File: src/spi_rx_status_pkg.sv
/*
 * Constants shared by the receive read-mode and status block and its FIFO memory.
 * Assumes a 32-bit register port with byte offsets, one clock and a synchronous reset.
 */
package spi_rx_status_pkg;

    // Register byte offsets
    localparam logic [7:0] OFF_FIFO_DATA   = 8'h00;
    localparam logic [7:0] OFF_RX_POP      = 8'h04;
    localparam logic [7:0] OFF_READ_MODE   = 8'h08;
    localparam logic [7:0] OFF_STATUS      = 8'h0c;
    localparam logic [7:0] OFF_INT_STATUS  = 8'h10;
    localparam logic [7:0] OFF_INT_MASK    = 8'h14;

    // Field positions of the read-mode and pop registers
    localparam int unsigned BIT_PROTECT    = 0;
    localparam int unsigned BIT_POP        = 0;

    // Field positions of the status register
    localparam int unsigned BIT_TX_EMPTY   = 0;
    localparam int unsigned BIT_TX_FULL    = 1;
    localparam int unsigned BIT_RX_EMPTY   = 2;
    localparam int unsigned BIT_RX_FULL    = 3;
    localparam int unsigned BIT_BUSY       = 4;
    localparam int unsigned BIT_MULTI      = 5;
    localparam int unsigned STATUS_BITS    = 6;

    // Field positions of the interrupt status and mask registers
    localparam int unsigned INT_RX_AVAIL   = 0;
    localparam int unsigned INT_RX_OVERRUN = 1;
    localparam int unsigned INT_TX_DRAINED = 2;
    localparam int unsigned INT_TX_OVERRUN = 3;
    localparam int unsigned INT_BITS       = 4;

    // Values after reset
    localparam logic                RST_PROTECT  = 1'b0;
    localparam logic [INT_BITS-1:0] RST_INT_MASK = 4'h0;
    localparam logic [31:0]         RST_RD_DATA  = 32'h0000_0000;

    // Default sizes
    localparam int unsigned DATA_W      = 16;
    localparam int unsigned FIFO_DEPTH  = 8;
    localparam int unsigned ADDR_W      = 8;

endpackage : spi_rx_status_pkg

File: src/spi_rx_status.sv
/*
 * Receive read mode, transmit and receive FIFOs, status and interrupt registers of
 * the serial unit. Assumes the serial engine sits on the same clock, pushes received
 * words through the receive handshake, pops words to send, and reports its activity.
 */
`timescale 1ns/10ps
`default_nettype none

// Notes on behaviour
// - With protect set, a data read returns the oldest entry and keeps the pointer.
// - Writing one to pop bit 0 drops the oldest receive entry, pointer plus one.
// - With protect clear, the reset state, each data read returns and removes an entry.
// - A write to the data register pushes the value into the transmit FIFO.
// - Unused bits of read-mode and status registers read as zero.
// - Status bit 5 is high while sending in sequential-slave mode, else low.
// - Status bit 4 is high while transferring or transmit FIFO is not empty.
// - Status bit 3 shows receive FIFO full; resets to zero.
// - Status bit 2 shows receive FIFO empty; resets to one.
// - Status bit 1 shows transmit FIFO full; resets to zero.
// - Status bit 0 shows transmit FIFO empty; resets to one.
module spi_rx_status #(
    parameter int unsigned DATA_W = spi_rx_status_pkg::DATA_W,
    parameter int unsigned DEPTH  = spi_rx_status_pkg::FIFO_DEPTH
) (
    // Clock and reset
    input  wire logic              i_sys_clk,
    input  wire logic              i_rst_n,
    // Register port
    input  wire logic [7:0]        i_addr,
    input  wire logic [31:0]       i_wr_data,
    input  wire logic              i_wr_stb,
    input  wire logic              i_rd_stb,
    output logic      [31:0]       o_rd_data,
    // Receive words from the serial engine
    input  wire logic              i_rx_push,
    input  wire logic [DATA_W-1:0] i_rx_data,
    output logic                   o_rx_ready,
    // Transmit words to the serial engine
    input  wire logic              i_tx_pop,
    output logic                   o_tx_avail,
    output logic      [DATA_W-1:0] o_tx_data,
    output logic                   o_tx_data_valid,
    // Engine activity
    input  wire logic              i_xfer_active,
    input  wire logic              i_seq_mode,
    // Interrupt
    output logic                   o_irq
);

    localparam int unsigned AW = $clog2(DEPTH);

    generate
        if (DEPTH < 2 || (1 << AW) != DEPTH || DATA_W < 1 || DATA_W > 32) begin : g_bad_size
            $error("FIFO depth must be a power of two of at least 2, width 1 to 32");
        end
    endgenerate

    function automatic logic ptr_full(input logic [AW:0] wr, input logic [AW:0] rd);
        ptr_full = (wr[AW] != rd[AW]) && (wr[AW-1:0] == rd[AW-1:0]);
    endfunction : ptr_full

    // Register state
    logic                                        protect_r;
    logic [spi_rx_status_pkg::INT_BITS-1:0]      int_stat_r;
    logic [spi_rx_status_pkg::INT_BITS-1:0]      int_mask_r;
    logic [31:0]                                 rd_data_r;
    logic                                        rd_fifo_r;
    logic                                        tx_valid_r;
    // FIFO pointers
    logic [AW:0]                                 rx_wr_ptr_r;
    logic [AW:0]                                 rx_rd_ptr_r;
    logic [AW:0]                                 tx_wr_ptr_r;
    logic [AW:0]                                 tx_rd_ptr_r;
    logic [AW:0]                                 rx_rd_ptr_nxt;
    logic [AW:0]                                 tx_rd_ptr_nxt;

    // Address decode
    wire sel_data   = (i_addr == spi_rx_status_pkg::OFF_FIFO_DATA);
    wire sel_pop    = (i_addr == spi_rx_status_pkg::OFF_RX_POP);
    wire sel_mode   = (i_addr == spi_rx_status_pkg::OFF_READ_MODE);
    wire sel_status = (i_addr == spi_rx_status_pkg::OFF_STATUS);
    wire sel_istat  = (i_addr == spi_rx_status_pkg::OFF_INT_STATUS);
    wire sel_imask  = (i_addr == spi_rx_status_pkg::OFF_INT_MASK);

    // FIFO flags
    wire rx_empty = (rx_wr_ptr_r == rx_rd_ptr_r);
    wire rx_full  = ptr_full(rx_wr_ptr_r, rx_rd_ptr_r);
    wire tx_empty = (tx_wr_ptr_r == tx_rd_ptr_r);
    wire tx_full  = ptr_full(tx_wr_ptr_r, tx_rd_ptr_r);

    // Receive side: engine push, bus read or pop
    wire rx_push_ok = i_rx_push && !rx_full;
    wire rx_overrun = i_rx_push && rx_full;
    wire data_read  = i_rd_stb && sel_data;
    wire pop_write  = i_wr_stb && sel_pop && i_wr_data[spi_rx_status_pkg::BIT_POP];
    wire read_pops  = data_read && !protect_r;
    wire rx_advance = !rx_empty && (read_pops || pop_write);

    // Transmit side: bus write and engine pop
    wire tx_write   = i_wr_stb && sel_data;
    wire tx_push_ok = tx_write && !tx_full;
    wire tx_overrun = tx_write && tx_full;
    wire tx_pop_ok  = i_tx_pop && !tx_empty;
    wire tx_drained = tx_pop_ok && !tx_push_ok && (tx_rd_ptr_nxt == tx_wr_ptr_r);

    assign rx_rd_ptr_nxt = rx_advance ? rx_rd_ptr_r + 1'b1 : rx_rd_ptr_r;
    assign tx_rd_ptr_nxt = tx_pop_ok ? tx_rd_ptr_r + 1'b1 : tx_rd_ptr_r;

    // Status word, live every cycle
    wire busy       = i_xfer_active || !tx_empty;
    wire multi_target_active = i_seq_mode && busy;
    wire [spi_rx_status_pkg::STATUS_BITS-1:0] status_bits = {
        multi_target_active,
        busy,
        rx_full,
        rx_empty,
        tx_full,
        tx_empty
    };

    // Interrupt events
    wire [spi_rx_status_pkg::INT_BITS-1:0] int_event = {
        tx_overrun,
        tx_drained,
        rx_overrun,
        rx_push_ok
    };
    wire [spi_rx_status_pkg::INT_BITS-1:0] int_clear =
        (i_wr_stb && sel_istat) ? i_wr_data[spi_rx_status_pkg::INT_BITS-1:0] : '0;
    // Set wins over a clear written in the same cycle
    wire [spi_rx_status_pkg::INT_BITS-1:0] int_stat_nxt = (int_stat_r & ~int_clear) | int_event;

    // Read mux; unused and unmapped bits read as zero
    logic [31:0] rd_word;
    always_comb begin
        rd_word = 32'h0000_0000;
        if (sel_mode) begin
            rd_word[spi_rx_status_pkg::BIT_PROTECT] = protect_r;
        end else if (sel_status) begin
            rd_word[spi_rx_status_pkg::STATUS_BITS-1:0] = status_bits;
        end else if (sel_istat) begin
            rd_word[spi_rx_status_pkg::INT_BITS-1:0] = int_stat_r;
        end else if (sel_imask) begin
            rd_word[spi_rx_status_pkg::INT_BITS-1:0] = int_mask_r;
        end
    end

    // Control registers; the status offset has no write decode
    always_ff @(posedge i_sys_clk) begin
        if (!i_rst_n) begin
            protect_r  <= spi_rx_status_pkg::RST_PROTECT;
            int_mask_r <= spi_rx_status_pkg::RST_INT_MASK;
            int_stat_r <= '0;
        end else begin
            if (i_wr_stb && sel_mode) begin
                protect_r <= i_wr_data[spi_rx_status_pkg::BIT_PROTECT];
            end
            if (i_wr_stb && sel_imask) begin
                int_mask_r <= i_wr_data[spi_rx_status_pkg::INT_BITS-1:0];
            end
            int_stat_r <= int_stat_nxt;
        end
    end

    // Read data, one cycle after the strobe
    always_ff @(posedge i_sys_clk) begin
        if (!i_rst_n) begin
            rd_data_r <= spi_rx_status_pkg::RST_RD_DATA;
            rd_fifo_r <= 1'b0;
        end else begin
            rd_data_r <= i_rd_stb ? rd_word : spi_rx_status_pkg::RST_RD_DATA;
            rd_fifo_r <= data_read;
        end
    end

    // FIFO pointers
    always_ff @(posedge i_sys_clk) begin
        if (!i_rst_n) begin
            rx_wr_ptr_r <= '0;
            rx_rd_ptr_r <= '0;
            tx_wr_ptr_r <= '0;
            tx_rd_ptr_r <= '0;
            tx_valid_r  <= 1'b0;
        end else begin
            if (rx_push_ok) begin
                rx_wr_ptr_r <= rx_wr_ptr_r + 1'b1;
            end
            rx_rd_ptr_r <= rx_rd_ptr_nxt;
            if (tx_push_ok) begin
                tx_wr_ptr_r <= tx_wr_ptr_r + 1'b1;
            end
            tx_rd_ptr_r <= tx_rd_ptr_nxt;
            tx_valid_r  <= tx_pop_ok;
        end
    end

    logic [DATA_W-1:0] rx_q;

    spi_fifo_ram #(
        .WIDTH (DATA_W),
        .DEPTH (DEPTH),
        .AW    (AW)
    ) u_rx_ram (
        .i_sys_clk (i_sys_clk),
        .i_rst_n   (i_rst_n),
        .i_wr_en   (rx_push_ok),
        .i_wr_addr (rx_wr_ptr_r[AW-1:0]),
        .i_wr_data (i_rx_data),
        .i_rd_en   (data_read),
        .i_rd_addr (rx_rd_ptr_r[AW-1:0]),
        .o_rd_data (rx_q)
    );

    spi_fifo_ram #(
        .WIDTH (DATA_W),
        .DEPTH (DEPTH),
        .AW    (AW)
    ) u_tx_ram (
        .i_sys_clk (i_sys_clk),
        .i_rst_n   (i_rst_n),
        .i_wr_en   (tx_push_ok),
        .i_wr_addr (tx_wr_ptr_r[AW-1:0]),
        .i_wr_data (i_wr_data[DATA_W-1:0]),
        .i_rd_en   (tx_pop_ok),
        .i_rd_addr (tx_rd_ptr_r[AW-1:0]),
        .o_rd_data (o_tx_data)
    );

    // Outputs
    wire [31:0] rx_word = {{(32 - DATA_W){1'b0}}, rx_q};
    assign o_rd_data       = rd_fifo_r ? rx_word : rd_data_r;
    assign o_rx_ready      = !rx_full;
    assign o_tx_avail      = !tx_empty;
    assign o_tx_data_valid = tx_valid_r;
    assign o_irq           = |(int_stat_r & int_mask_r);
endmodule : spi_rx_status

`default_nettype wire

File: src/spi_fifo_ram.sv
/*
 * Small dual-port memory for one FIFO: one write port, one read port.
 * Assumes the caller keeps the addresses in range; read data come from a register.
 */
`timescale 1ns/10ps
`default_nettype none

module spi_fifo_ram #(
    parameter int unsigned WIDTH = 16,
    parameter int unsigned DEPTH = 8,
    parameter int unsigned AW    = 3
) (
    // Clock and reset
    input  wire logic             i_sys_clk,
    input  wire logic             i_rst_n,
    // Write port
    input  wire logic             i_wr_en,
    input  wire logic [AW-1:0]    i_wr_addr,
    input  wire logic [WIDTH-1:0] i_wr_data,
    // Read port
    input  wire logic             i_rd_en,
    input  wire logic [AW-1:0]    i_rd_addr,
    output logic      [WIDTH-1:0] o_rd_data
);

    generate
        if (DEPTH < 1 || WIDTH < 1 || (1 << AW) < DEPTH) begin : g_bad_size
            $error("memory depth does not fit the address width");
        end
    endgenerate

    logic [WIDTH-1:0] mem_r [DEPTH];

    always_ff @(posedge i_sys_clk) begin
        if (i_wr_en) begin
            mem_r[i_wr_addr] <= i_wr_data;
        end
    end

    always_ff @(posedge i_sys_clk) begin
        if (!i_rst_n) begin
            o_rd_data <= '0;
        end else if (i_rd_en) begin
            o_rd_data <= mem_r[i_rd_addr];
        end
    end

endmodule : spi_fifo_ram

`default_nettype wire

File: config.mk
export PLATFORM = sky130hd
export DESIGN_NAME = spi_rx_status
export DESIGN_NICKNAME = d
export VERILOG_FILES = /design/src/spi_rx_status_pkg.sv /design/src/spi_rx_status.sv /design/src/spi_fifo_ram.sv
export SDC_FILE = /design/constraint.sdc
export NUM_CORES = 1
export LEC_CHECK = 0
export BUFFER_PORTS_ARGS = -buffer_cell sky130_fd_sc_hd__buf_2
export CORE_MARGIN = 5
export CORE_UTILIZATION = 45
export DETAILED_ROUTE_END_ITERATION = 7
export PLACE_DENSITY = 0.68
export SYNTH_ARGS = -nofsm -noshare
export SYNTH_HDL_FRONTEND = slang
export SYNTH_SLANG_ARGS = --single-unit
export TNS_END_PERCENT = 1
File: constraint.sdc
create_clock -name i_sys_clk -period 4.6 [get_ports i_sys_clk]
set_input_delay 1.38 -clock i_sys_clk [delete_from_list [all_inputs] [get_ports i_sys_clk]]
set_output_delay 1.38 -clock i_sys_clk [all_outputs]
set_load 0.1 [all_outputs]
==> metrics.txt <==
crit-path leading delay family buffers and inverters; Longest Clk Path Bufs 3; non-filler instance count after layout 1,246; critical path type register to primary output; Multi-input gate area approximately 0.0035 sq mm; CTS buffer count 35; # IOs roughly 120; synthesis-stage register bit count 321; Tcrit/Tclk final 81.6%; most used routing layer met2; Post-Syn Area 0.0128 sq mm; Final setup viols 0; row count 61; worst r2r dst u_tx_ram.mem_r[4][9]; Final nets 909; CP peak stage delay 470 ps; register area ~0.009 sq mm; worst hold path startpoint u_tx_ram.o_rd_data[8]; Main synth FF type edfxtp_1; clk sink count 321; CP cell instances buf_4, xor2_1, nor4_1, inv_1, buf_2; Avg Cell Area, Syn 17.4 sq um; wire per inst slightly below 20 um; areal power density over the cells 415 mW/mm^2; total track usage 15.7%; Port Buf Inserts between 80 and 90; HP Class register to register; largest net degree at the start of global routing 38; synth top area cells edfxtp_1 (60%), mux4_2 (11%), dfxtp_1 (10%), mux2i_1 (3.0%), a211oi_1 (1.9%); Core Area 0.0279 sq mm; Max Fanout on Critical Path 20; Slew Limit Headroom around half; hold path depth 2; fillcell total 2,246; layout cells sized above 1 roughly 30%; final WL 24.8 mm; number of vias per cell 5.29; root buffer cell clkbuf_16; grt met2 use 25.0%; DR DRC count 0; Syn Inst Count 736; Final Max Slew Viols 0; HPWL after DPL 14.6 mm; number of synthesized flops with an enable pin 256; postcts setup bufs 0; synthesis-to-layout area growth 15.6%; Synth cell types 60; maxcap violations 0; fmax 266 MHz; register area share after synthesis roughly 70%; post-synth top area cell edfxtp_1; Max VDD drop approximately 0.00034 V; crit path DAT 2370 ps; First-pass DRT Iterations 4; startpoint type of the worst setup path register; met1 Use GR 22.3%; number of global-route vias before repair 6,711; CTS clk-pin slew, worst paths roughly 60 ps; clk_lat worst skew 520 ps; CTS tree yes; diodes inserted 0; Reg2Reg Depth 5; FFs w/ async S/R, synth 0%; Die ar. 0.0320 sq mm; met3 Usage GRT 3.14%; Crit path required time 3220 ps; Least-Margin Pin Slew ~730 ps; hold_buf cts 0; RePlAce Congestion approximately 0.75; WP buf/inv 3; Initial Util ~46%; ANT nets after route 0; RSZ-0062 raised after global routing no; CP max stage cell nor4_1; dpl cells 1,182; Critical Path End Type primary output; Leak 4.88 nW; Final Hold Viols 0; total grt overflow 0; post-synth top area share around three fifths; vias post-DR ~6,600; CTS HTree Levels 2; first-pass GRT wire length 38.6 mm; cts repair resizes 0; setup_tns 0 ps; source of the worst register-to-register timing path tx_wr_ptr_r[1]; reg-to-reg setup timing slack 2200 ps; Worst Hold Path EP u_tx_ram.o_rd_data[8]; Die Height 179 um; initial DRC count 522; Die X 179 um; status completed; initial antenna violation count 1; worst clock skew approximately 28 ps; Syn. warnings 0; Final min period 3750 ps
layout by cell type (no fill, tap or decap), types with 3 or more instances in the layout:
cell type and count:
a211oi_1 32, a21oi_1 15, a22oi_1 5, and2_1 11, and3_1 4, buf_2 83
buf_4 26, bufinv_16 3, clkbuf_1 8, clkbuf_16 36, clkbuf_8 3, clkinv_1 5
clkinv_2 5, conb_1 16, dfxtp_1 63, edfxtp_1 256, ha_1 4, inv_1 8
mux2_2 10, mux2i_1 39, mux4_2 64, nand2_1 14, nand2b_1 7, nand3_1 9
nand4_1 4, nor2_1 61, nor3_2 4, nor4_2 3, o21ai_0 7, o31ai_1 4
or3_1 5, or4_1 5, xnor2_1 3, xor2_1 4, xor2_2 3
Yosys cell counts, drive strengths merged (3+ instances only):
cell,instances
a211oi,32
a21oi,15
a22oi,5
and2,11
and3,4
buf,41
clkbuf,15
dfxtp,65
edfxtp,256
ha,4
inv,9
mux2,10
mux2i,39
mux4,64
nand2,14
nand2b,7
nand3,10
nand4,4
nor2,61
nor3,6
nor4,6
o21ai,8
o31ai,5
or3,5
or4,5
xnor2,3
xor2,8
area by class of cell:
class	count	area share, %
repair buffers	109	4.12
multi-input cells	365	23.9
clock buffers	47	6.56
well taps	378	3.19
clock inverters	17	1.35
flip-flops and latches	321	60.6
inverters	9	0.228
flip-flops by register name, indices dropped and copies added (netlist names):
register	flops
o_tx_data_valid	1
tx_rd_ptr_r	4
rx_wr_ptr_r	4
u_rx_ram.mem_r	128
int_mask_r	4
u_rx_ram.o_rd_data	16
int_stat_r	4
rx_rd_ptr_r	4
protect_r	1
u_tx_ram.mem_r	128
u_tx_ram.o_rd_data	16
rd_fifo_r	1
rd_data_r	6
tx_wr_ptr_r	4
through the flow:
step	instance area, sq um	setup slack (ps)	power [mW]	util (%)	hold WS (ps)
global placement	13700	1200	3.43	48.9	478
floorplan	12900	730	3.37	-	464
global route	14800	622	6.37	53.1	507
detailed placement	13700	1150	3.44	48.9	488
CTS	14800	821	6.22	53.1	496
finish	14800	846	6.16	53.1	493
worst max path at each step:
stage	start	endpoint	slack (ps)	cells after the start
finish	rx_rd_ptr_r[2]	o_rx_ready	850	5
floorplan	i_addr[0]	u_tx_ram.mem_r[0][0]	730	4
global placement	i_addr[2]	u_tx_ram.mem_r[6][8]	1200	6
CTS	rx_rd_ptr_r[2]	o_rx_ready	820	5
global route	rx_rd_ptr_r[2]	o_rx_ready	620	5
detailed placement	i_addr[2]	u_tx_ram.mem_r[4][8]	1150	6
cells by family after synthesis:
kind of cell / count (synthesis) / synth area share [%]
buffers and inverters: 65 / 2.88
muxes: 113 / 15.2
adders and majority gates: 4 / 0.390
AOI/OAI and AO/OA: 80 / 4.60
DFF: 321 / 70.1
and+or+nand+nor: 141 / 5.80
xor gates and xnor gates: 11 / 1.07
other: 1 / 0.0292
routing by layer:
layer / wire [um] / vias up
met2: 12000 / 149
met4: 320 / 2
met1: 10900 / 3306
met3: 1480 / 24
met5: 7 / -
li1: - / 3110
worst register-to-register path, delay by kind of cell (launching register included):
kind,cells,cell delay [ps]
flip-flops,1,580
XOR/XNOR,1,410
AND/OR/NAND/NOR,3,770
buffers and inverters,1,310
where the power goes:
part	switching [mW]	leakage [nW]	internal, mW
logic	0.156	1.47	0.0481
registers	0.0113	2.84	3.16
clock network	1.11	0.570	1.67
total	1.27	4.88	4.88
Power figures use the tool's default switching activity.
